$ cat config.mk
export PLATFORM = sky130hd
export DESIGN_NAME = mmcp_top
export DESIGN_NICKNAME = d
export VERILOG_FILES = /design/src/rtl/mmcp_pkg.sv /design/src/rtl/mmcp_top.sv
export SDC_FILE = /design/constraint.sdc
export NUM_CORES = 1
export LEC_CHECK = 0
export ABC_AREA = 0
export BUFFER_PORTS_ARGS = -buffer_cell sky130_fd_sc_hd__buf_2
export CAP_MARGIN = 10
export CELL_PAD_IN_SITES_DETAIL_PLACEMENT = 0
export CELL_PAD_IN_SITES_GLOBAL_PLACEMENT = 2
export CORE_MARGIN = 2
export CORE_UTILIZATION = 42
export CTS_CLUSTER_SIZE = 14
export DETAILED_ROUTE_END_ITERATION = 8
export PLACE_DENSITY = 0.78
export SYNTH_ARGS = -nofsm -noshare
export SYNTH_HDL_FRONTEND = slang
export SYNTH_SLANG_ARGS = --single-unit
export TNS_END_PERCENT = 100
$ cat constraint.sdc
create_clock -name clk -period 8.75 [get_ports clk]
set_input_delay 0.4375 -clock clk [delete_from_list [all_inputs] [get_ports clk]]
set_output_delay 0.4375 -clock clk [all_outputs]
set_load 0.05 [all_outputs]
$ cat src/rtl/mmcp_pkg.sv
// Purpose: Shared constants for the modem mailbox command port.
// Assumes: 50 MHz system clock.
// Notes:   Opcodes sit in the top byte of the 24-bit command word.
package mmcp_pkg;
   localparam int unsigned CLK_HZ        = 50_000_000;
   localparam int unsigned SAMPLE_HZ     = 7200;
   localparam int unsigned BAUD_HZ       = 2400;
   localparam int unsigned BIT_HZ        = 9600;
   localparam int unsigned ATTN_CLEAR_NS = 800;
   localparam int unsigned CLK_NS        = 20;
   // Half periods of the generated clocks, rounded down.
   localparam int unsigned SAMPLE_HALF   = CLK_HZ / (2 * SAMPLE_HZ);
   localparam int unsigned BAUD_HALF     = CLK_HZ / (2 * BAUD_HZ);
   localparam int unsigned BIT_HALF      = CLK_HZ / (2 * BIT_HZ);
   localparam int unsigned ATTN_CLEAR_CYC = ATTN_CLEAR_NS / CLK_NS;
   // Terminal clock counts as static after two bit periods without an edge.
   localparam int unsigned TERM_IDLE_CYC = 4 * BIT_HALF;
   localparam int unsigned HANDSHAKE_CMD_BAUDS    = 64;
   localparam int unsigned RETRAIN_BAUDS = 32;
   localparam int          CNT_W         = 16;

   localparam logic [7:0]  OP_ADAPT_HOLD = 8'h14;
   localparam logic [7:0]  OP_TX_GAIN    = 8'h02;
   localparam logic [7:0]  OP_SEND_BYTE  = 8'h03;
   localparam logic [7:0]  OP_SEND_MORE  = 8'h01;
   localparam logic [23:0] CMD_HANDSHAKE = 24'h040000;
   localparam logic [23:0] CMD_INIT      = 24'h0600c0;
   localparam logic [23:0] CMD_NOP       = 24'h000000;
   localparam logic [23:0] CMD_RETRAIN   = 24'h050000;

   localparam logic [15:0] GAIN_RESET    = 16'h4000;
   localparam int          GAIN_FRAC     = 14;

   // Status byte layout.
   localparam int ST_HS_BUSY  = 7;
   localparam int ST_HS_FAIL  = 6;
   localparam int ST_RETRAIN  = 5;
   localparam int ST_XTRA     = 4;
   localparam int ST_KIND_A   = 3;
   localparam int ST_KIND_B   = 2;
   localparam int ST_HS_OK    = 1;

   typedef enum logic [1:0] {
      MMCP_DSP  = 2'b00,
      MMCP_ATTN = 2'b01,
      MMCP_XFER = 2'b11
   } mmcp_mb_e;
endpackage

$ cat src/rtl/mmcp_top.sv
// Purpose: Mailbox command port of a modem engine with command decode and clocks.
// Assumes: Host bus pins and link clocks are asynchronous and are synchronised here.
// Notes:   Data bus output enable is active low; the bus is driven only during host reads.
`timescale 1ns/1ns
`default_nettype none
module mmcp_top
   import mmcp_pkg::*;
#(
   parameter int unsigned TERM_IDLE = mmcp_pkg::TERM_IDLE_CYC
)(
   input  wire logic        clk,               // System clock, 50 MHz.
   input  wire logic        rst_n,             // Asynchronous reset, active low.
   input  wire logic        chip_select_n,     // Host chip select pin.
   input  wire logic        reg_select_n,      // Host register select pin.
   input  wire logic        read_not_write,    // Host direction pin, high reads.
   input  wire logic        bus_strobe_n,      // Host data strobe pin.
   input  wire logic [7:0]  data_in,           // Data bus level seen at the pins.
   output logic      [7:0]  data_out,          // Data bus drive value.
   output logic             data_oe_n,         // Data bus output enable, low drives.
   output logic             mailbox_attention_n, // Mailbox attention, active low.
   output logic             mailbox_owner_flag, // High while host owns the mailbox.
   input  wire logic        terminal_tx_clock, // Terminal transmit clock pin.
   input  wire logic        rx_bit_clock,      // Receive bit clock pin.
   input  wire logic        rx_data,           // Received data bit pin.
   input  wire logic        digital_loopback,  // Digital loopback mode select pin.
   input  wire logic        analog_loopback,   // Analog loopback mode select pin.
   output logic             sample_clock,      // 7200 Hz sampling clock.
   output logic             tx_baud_clock,     // 2400 Hz transmit baud clock.
   output logic             tx_bit_clock,      // Transmit bit clock.
   output logic             tx_data,           // Transmit serial data bit.
   input  wire logic [15:0] tx_sample,         // Transmit sample, signed.
   output logic      [15:0] tx_sample_scaled,  // Sample after gain.
   output logic             eq_freeze,         // Equaliser adaptation frozen.
   output logic             ec_freeze,         // Echo canceller adaptation frozen.
   output logic             echo_canc_enable,  // Echo canceller enable.
   output logic             descramble_inverse, // Descrambler set as scrambler inverse.
   output logic             handshake_busy,    // Handshake sequence in progress.
   output logic             retrain_busy,      // Retrain sequence in progress.
   output logic             extra_cycle        // Extra command cycle requested.
);
   import mmcp_pkg::*;

   ////////////////////////////////////////////////////////////////////////////
   // Pin synchronisers.
   logic [8:0] pin_s1_r;
   logic [8:0] pin_s2_r;
   logic [7:0] din_s1_r;
   logic [7:0] din_s2_r;
   logic       strobe_d_r;
   logic       cs_n_s;
   logic       rs_n_s;
   logic       rd_s;
   logic       strobe_n_s;
   logic       term_s;
   logic       rx_bit_clock_s;
   logic       rxd_s;
   logic       dlb_s;
   logic       alb_s;

   always_ff @(posedge clk or negedge rst_n)
   begin
      if (!rst_n)
      begin
         // Bus control pins idle high; clocks and mode pins start low so no false edge follows reset.
         pin_s1_r <= 9'h1e0;
         pin_s2_r <= 9'h1e0;
         din_s1_r <= 8'h00;
         din_s2_r <= 8'h00;
      end
      else
      begin
         pin_s1_r <= {chip_select_n, reg_select_n, read_not_write, bus_strobe_n,
                      terminal_tx_clock, rx_bit_clock, rx_data, digital_loopback, analog_loopback};
         pin_s2_r <= pin_s1_r;
         din_s1_r <= data_in;
         din_s2_r <= din_s1_r;
      end
   end

   assign {cs_n_s, rs_n_s, rd_s, strobe_n_s, term_s, rx_bit_clock_s, rxd_s, dlb_s, alb_s} = pin_s2_r;

   always_ff @(posedge clk or negedge rst_n)
   begin
      if (!rst_n)
         strobe_d_r <= 1'b1;
      else
         strobe_d_r <= strobe_n_s;
   end

   logic access;
   assign access = strobe_d_r && !strobe_n_s && !cs_n_s;

   ////////////////////////////////////////////////////////////////////////////
   // Clock generation.
   function automatic logic half_done(input logic [CNT_W-1:0] cnt, input int unsigned half);
      half_done = (cnt == CNT_W'(half - 1));
   endfunction

   logic [CNT_W-1:0] smp_cnt_r;
   logic [CNT_W-1:0] baud_cnt_r;
   logic [CNT_W-1:0] bit_cnt_r;
   logic             free_bit_r;
   logic             baud_tick;

   always_ff @(posedge clk or negedge rst_n)
   begin
      if (!rst_n)
      begin
         smp_cnt_r     <= '0;
         baud_cnt_r    <= '0;
         bit_cnt_r     <= '0;
         sample_clock  <= 1'b0;
         tx_baud_clock <= 1'b0;
         free_bit_r    <= 1'b0;
      end
      else
      begin
         smp_cnt_r  <= half_done(smp_cnt_r, SAMPLE_HALF) ? '0 : smp_cnt_r + 1'b1;
         baud_cnt_r <= half_done(baud_cnt_r, BAUD_HALF) ? '0 : baud_cnt_r + 1'b1;
         bit_cnt_r  <= half_done(bit_cnt_r, BIT_HALF) ? '0 : bit_cnt_r + 1'b1;
         if (half_done(smp_cnt_r, SAMPLE_HALF))
            sample_clock <= !sample_clock;
         if (half_done(baud_cnt_r, BAUD_HALF))
            tx_baud_clock <= !tx_baud_clock;
         if (half_done(bit_cnt_r, BIT_HALF))
            free_bit_r <= !free_bit_r;
      end
   end

   assign baud_tick = half_done(baud_cnt_r, BAUD_HALF) && !tx_baud_clock;

   // Terminal clock activity watch; outside digital loopback a static pin lets the bit clock free-run.
   logic        term_d_r;
   logic [15:0] term_idle_r;
   logic        term_live;
   logic        bit_src;
   logic        bit_d_r;
   logic        bit_tick;

   always_ff @(posedge clk or negedge rst_n)
   begin
      if (!rst_n)
      begin
         term_d_r    <= 1'b0;
         term_idle_r <= '0;
         bit_d_r     <= 1'b0;
      end
      else
      begin
         term_d_r <= term_s;
         bit_d_r  <= bit_src;
         if (term_s != term_d_r)
            term_idle_r <= 16'(TERM_IDLE);
         else if (term_idle_r != '0)
            term_idle_r <= term_idle_r - 1'b1;
      end
   end

   assign term_live = (term_idle_r != '0);
   assign bit_src   = dlb_s ? rx_bit_clock_s : (term_live ? term_s : free_bit_r);
   assign bit_tick  = bit_src && !bit_d_r;
   assign tx_bit_clock = bit_d_r;

   ////////////////////////////////////////////////////////////////////////////
   // Mailbox ownership and host bus.
   mmcp_mb_e    mb_r;
   logic [23:0] cmd_in_r;
   logic [23:0] resp_out_r;
   logic [23:0] cmd_r;
   logic        cmd_new_r;

   always_ff @(posedge clk or negedge rst_n)
   begin
      if (!rst_n)
      begin
         mb_r      <= MMCP_XFER;
         cmd_new_r <= 1'b0;
         cmd_r     <= CMD_NOP;
      end
      else
      begin
         cmd_new_r <= 1'b0;
         unique case (mb_r)
            MMCP_DSP:
               if (baud_tick)
                  mb_r <= MMCP_ATTN;
            MMCP_ATTN:
               if (access && rd_s && !rs_n_s)
                  mb_r <= MMCP_XFER;
            MMCP_XFER:
               if (access && rd_s && rs_n_s)
               begin
                  mb_r      <= MMCP_DSP;
                  cmd_r     <= cmd_in_r;
                  cmd_new_r <= 1'b1;
               end
         endcase
      end
   end

   assign mailbox_owner_flag  = (mb_r != MMCP_DSP);
   assign mailbox_attention_n = (mb_r != MMCP_ATTN);

   logic [23:0] resp_next;

   always_ff @(posedge clk or negedge rst_n)
   begin
      if (!rst_n)
      begin
         cmd_in_r   <= CMD_NOP;
         resp_out_r <= '0;
         data_out   <= 8'h00;
      end
      else if (mb_r == MMCP_DSP && baud_tick)
         resp_out_r <= resp_next;
      else if (mb_r == MMCP_XFER && access && !rs_n_s)
      begin
         if (rd_s)
         begin
            data_out   <= resp_out_r[23:16];
            resp_out_r <= {resp_out_r[15:0], 8'h00};
         end
         else
            cmd_in_r <= {cmd_in_r[15:0], din_s2_r};
      end
   end

   // Drive the bus for the strobe of a data read only.
   logic drive_r;

   always_ff @(posedge clk or negedge rst_n)
   begin
      if (!rst_n)
         drive_r <= 1'b0;
      else if (mb_r == MMCP_XFER && access && rd_s && !rs_n_s)
         drive_r <= 1'b1;
      else if (strobe_n_s || cs_n_s)
         drive_r <= 1'b0;
   end

   assign data_oe_n = !drive_r;

   ////////////////////////////////////////////////////////////////////////////
   // Command decode.
   logic [7:0]  op;
   logic [15:0] gain_r;
   logic [7:0]  hs_cnt_r;
   logic [7:0]  rt_cnt_r;
   logic        hs_ok_r;
   logic        answer_r;

   assign op = cmd_r[23:16];

   always_ff @(posedge clk or negedge rst_n)
   begin
      if (!rst_n)
      begin
         eq_freeze   <= 1'b0;
         ec_freeze   <= 1'b0;
         gain_r      <= GAIN_RESET;
         hs_cnt_r    <= '0;
         rt_cnt_r    <= '0;
         hs_ok_r     <= 1'b0;
         extra_cycle <= 1'b0;
         answer_r    <= 1'b0;
      end
      else if (cmd_new_r)
      begin
         extra_cycle <= (op == OP_SEND_MORE);
         answer_r    <= (op == OP_TX_GAIN);
         if (cmd_r == CMD_INIT)
         begin
            eq_freeze <= 1'b0;
            ec_freeze <= 1'b0;
            gain_r    <= GAIN_RESET;
            hs_cnt_r  <= '0;
            rt_cnt_r  <= '0;
            hs_ok_r   <= 1'b0;
         end
         else if (cmd_r == CMD_HANDSHAKE)
         begin
            hs_cnt_r <= 8'(HANDSHAKE_CMD_BAUDS);
            hs_ok_r  <= 1'b0;
         end
         else if (cmd_r == CMD_RETRAIN)
            rt_cnt_r <= 8'(RETRAIN_BAUDS);
         else if (op == OP_ADAPT_HOLD)
         begin
            eq_freeze <= cmd_r[8];
            ec_freeze <= cmd_r[9];
         end
         else if (op == OP_TX_GAIN)
            gain_r <= {cmd_r[7:0], cmd_r[15:8]};
      end
      else if (baud_tick)
      begin
         // No-op leaves these running untouched.
         if (hs_cnt_r != '0)
            hs_cnt_r <= hs_cnt_r - 1'b1;
         if (hs_cnt_r == 8'h01)
            hs_ok_r <= 1'b1;
         if (rt_cnt_r != '0)
            rt_cnt_r <= rt_cnt_r - 1'b1;
      end
   end

   assign handshake_busy = (hs_cnt_r != '0);
   assign retrain_busy   = (rt_cnt_r != '0);

   ////////////////////////////////////////////////////////////////////////////
   // Transmit serialiser, gain and loopback.
   logic [7:0] tx_sh_r;
   logic [3:0] tx_left_r;
   logic [7:0] rx_sh_r;

   always_ff @(posedge clk or negedge rst_n)
   begin
      if (!rst_n)
      begin
         tx_sh_r   <= 8'hff;
         tx_left_r <= '0;
         tx_data   <= 1'b1;
         rx_sh_r   <= 8'h00;
      end
      else
      begin
         if (cmd_new_r && (op == OP_SEND_BYTE || op == OP_SEND_MORE))
         begin
            tx_sh_r   <= cmd_r[15:8];
            tx_left_r <= 4'h8;
         end
         else if (bit_tick)
         begin
            rx_sh_r <= {rxd_s, rx_sh_r[7:1]};
            if (dlb_s)
               tx_data <= rxd_s;
            else if (tx_left_r != '0)
            begin
               tx_data   <= tx_sh_r[0];
               tx_sh_r   <= {1'b1, tx_sh_r[7:1]};
               tx_left_r <= tx_left_r - 1'b1;
            end
            else
               tx_data <= 1'b1;
         end
      end
   end

   logic signed [31:0] prod;
   assign prod = $signed(tx_sample) * $signed(gain_r);

   always_ff @(posedge clk or negedge rst_n)
   begin
      if (!rst_n)
      begin
         tx_sample_scaled   <= 16'h0000;
         echo_canc_enable   <= 1'b1;
         descramble_inverse <= 1'b0;
      end
      else
      begin
         tx_sample_scaled   <= prod[GAIN_FRAC+15:GAIN_FRAC];
         echo_canc_enable   <= 1'b1;
         descramble_inverse <= alb_s;
      end
   end

   ////////////////////////////////////////////////////////////////////////////
   // Response assembly.
   logic [7:0] status;

   always_comb
   begin
      status              = 8'h00;
      status[ST_HS_BUSY]  = handshake_busy;
      status[ST_RETRAIN]  = retrain_busy;
      status[ST_XTRA]     = extra_cycle;
      status[ST_HS_OK]    = hs_ok_r;
      status[ST_KIND_A]   = answer_r;
      status[ST_KIND_B]   = 1'b1;
      if (answer_r)
         resp_next = {status, gain_r[7:0], gain_r[15:8]};
      else
         resp_next = {status, rx_sh_r, {6'h00, ec_freeze, eq_freeze}};
   end
endmodule
`default_nettype wire

==> results.yml <==
clock_network:
  cts_setup_buffers: 0
  htreeDepth: 1
  clk_latency_ns: 0.56
  numCtsBuffers: 29
  cts.sinks: 263
  cts_tree: "done"
  clock-root-buffer: "clkbuf_16"
  clock_path_buffers: 3
  cts_resized: 0
  cts_hold_buf: 18
  clk_pin_slew_ns: 0.06
power_and_ir_drop:
  p_clk_share_pct: 47.1
  seqPwrFrac_pct: 47.9
  internal_power_mw: 2.06
  power_density_nw_per_um2: 123
  pwr-share-comb_pct: 5.0
  p_leak_nw: 11.1
  ir_drop_v: 0.000159
  p_sw_mw: 0.609
  p_sw_share_pct: 22.8
detailed_routing:
  viasPerCell: 4.97
  vias: 12720
  wire_per_inst_um: 16.6
  drt-pass1-iter-count: 5
  drtIter0Drc: 505
  routed_wl_um: 42500
  post-route-drc-count: 0
  ant_nets: 0
synthesis:
  synth_area_um2: 19600
  synth_cell_types: 70
  synth_top_area_cell: "dfrtp_1"
  syn_inst: 1868
  synth_warnings: 0
  avgSynthCellArea_um2: 10.5
  netlist_top_cells_area: "dfrtp_1, fa_1, inv_1"
  seq_area_frac_synth_pct: 33.8
  synth_edf_count: 0
  dominantRegCellSynth: "dfrtp_1"
  synth-seq-cells: 263
  async_flop_share_pct: 100
  syn_nets: 2234
  yosysTopAreaCellShare_pct: 30.9
place:
  place.gp.congestion: 0.806
  dp.cells: 2486
  hpwl_um: 31400
  preCtsSetupSlack_ns: 2.06
  portBuffers: 71
setup_path:
  cp.arrival_ns: 7.17
  worstSetupPathType: "register to register"
  cp-end-kind: "register"
  worstSetupStartpoint: "gain_r[1]"
  critPathLaunchType: "register"
  ff2ff_setup_slack_ns: 2.06
  r2r-start: "gain_r[1]"
  required_ns: 9.23
  path_max_fanout: 17
  reg2reg_depth: 18
sta:
  rsz0062_at_grt: "false"
  post-route-period-util_pct: 76.4
  fin_skew_ns: 0.0104
  fin_ws_ns: 2.06
  min_period_ns: 6.69
  slew_headroom_pct: 31.1
  final-max-slew-violation-count: 0
  tns_ns: 0
  fmax_mhz: 150
  worst_pin_slew_ns: 1.03
  hold_violations: 0
  setup_viol: 0
die:
  core_um2: 46300
  dieArea_um2: 48300
  row_count: 79
  dieWidth_um: 220
  start_util_pct: 42.3
  ioPinCount: 73
  die_h_um: 220
global_routing:
  overflow: 0
  grt_pass1_vias: 13850
  grt_util_all_layers_pct: 18.9
  grt_max_degree: 153
  antenna_found_initial: 0
  grt_pass1_wl_um: 72300
finish:
  drive_above_1_share_pct: 11.4
  area_growth_pct: 10.8
  final_cell_mix: "inv_1, fa_1, dfrtp_1"
  layout_commonest_cell: "inv_1"
  nets: 2294
  layout.cells.non_filler: 2559
run:
  maxCapViolations: 0
hold_path:
  min_path_type: "register to register"
  hold_path_depth: 0
  worstHoldStart: "din_s1_r[4]"
status:
  status: "completed"
state kept, by name (all words and copies together), names as in the netlist, 9 cells and up:
signal and cells:
baud_cnt_r 16, pin_s1_r 9, pin_s2_r 9, term_idle_r 16, resp_out_r 24, tx_sample_scaled 16, gain_r 16, bit_cnt_r 16
cmd_r 24, smp_cnt_r 16, cmd_in_r 24
through the flow:
| step | total power, mW | util (%) | hold WS (ns) | cell area, um^2 |
|---|---|---|---|---|
| final | 2.67 | 46.9 | 0.343 | 21700 |
| after floorplan | 1.36 | - | 0.142 | 19600 |
| after global placement | 1.43 | 44.3 | 0.335 | 20500 |
| after CTS | 2.72 | 46.9 | 0.346 | 21700 |
| after detailed placement | 1.43 | 44.3 | 0.336 | 20500 |
| after global routing | 2.79 | 46.9 | 0.354 | 21700 |
per-layer routing:
layer	part of all wire (%)	wire, um	global-route usage [%]
met1	45	19200	25.4
met5	0	0	0
met4	2.1	904	4.63
met3	3.5	1500	2.42
met2	49	21000	32.6
power groups by stage:
stage	combinational [mW]	clock, mW	sequential [mW]
floorplan	0.0620	0	1.30
global placement	0.130	0	1.30
detailed placement	0.131	0	1.30
CTS	0.138	1.30	1.28
global route	0.150	1.35	1.28
finish	0.133	1.26	1.28
worst max-delay path, stage by stage (launching register included):
cell and delay, ns:
dfrtp_1 0.62, nand2_1 0.22, inv_1 0.11, fa_1 0.67, inv_1 0.13, fa_1 0.72, inv_1 0.22, fa_1 0.49
fa_1 0.57, fa_1 0.43, fa_1 0.44, ha_1 0.21, or3_1 0.41, o211ai_1 0.17, a21oi_1 0.09, a2111oi_2 0.42
nor2_1 0.12, o41ai_1 0.38, xnor2_1 0.17
final timing paths:
kind / endpoint
setup / recovery: tx_sample_scaled[14]
min in group asynchronous: baud_cnt_r[3]
max in group asynchronous: tx_sample_scaled[1]
hold / removal: din_s2_r[4]
hold reg to reg: din_s2_r[4]
setup reg to reg: tx_sample_scaled[14]
cell usage after synthesis, types with 4 or more instances:
| cell type | number |
|---|---|
| a221o_1 | 7 |
| nand4_1 | 11 |
| xnor2_1 | 68 |
| or4_1 | 4 |
| and2_1 | 122 |
| a22oi_1 | 5 |
| o31ai_1 | 5 |
| a21o_1 | 9 |
| o21a_1 | 4 |
| nor2_1 | 101 |
| ha_1 | 84 |
| nand3_1 | 42 |
| buf_2 | 4 |
| o22ai_1 | 6 |
| inv_1 | 299 |
| fa_1 | 247 |
| a22o_1 | 15 |
| and3_1 | 21 |
| or2_2 | 5 |
| or3_1 | 6 |
| dfstp_2 | 21 |
| o21ai_1 | 11 |
| nor2b_1 | 10 |
| mux2i_1 | 18 |
| clkbuf_1 | 59 |
| nor4_1 | 12 |
| o21ai_0 | 18 |
| nand2b_1 | 11 |
| nand2_1 | 217 |
| and4_1 | 4 |
| dfrtp_1 | 242 |
| nor4b_1 | 5 |
| nor3_1 | 18 |
| xor2_1 | 34 |
| mux2_2 | 57 |
| a21oi_1 | 22 |
logic make-up (layout without fill, tap and decap cells):
group,count (synthesis),count (layout),synth area share (%)
flip-flops,263,263,33.8
AO/OA/AOI/OAI,123,123,4.35
other,1,3,0.0192
AND/OR/NAND/NOR,605,605,15.3
multiplexers,75,75,4.20
buffers and inverters,368,450,7.14
adder cells (fa/ha/maj),331,331,30.6
XOR/XNOR,102,102,4.56
final cells by class:
type,count,area [um^2]
multi-input cells,1237,11600
well taps,607,759
flip-flops and latches,263,6610
diodes,2,5.00
clock buffers,41,841
clock inverters,12,160
fillers,4389,24600
repair buffers,97,618
inverters,300,1130
(Power assumes the default switching activity.)
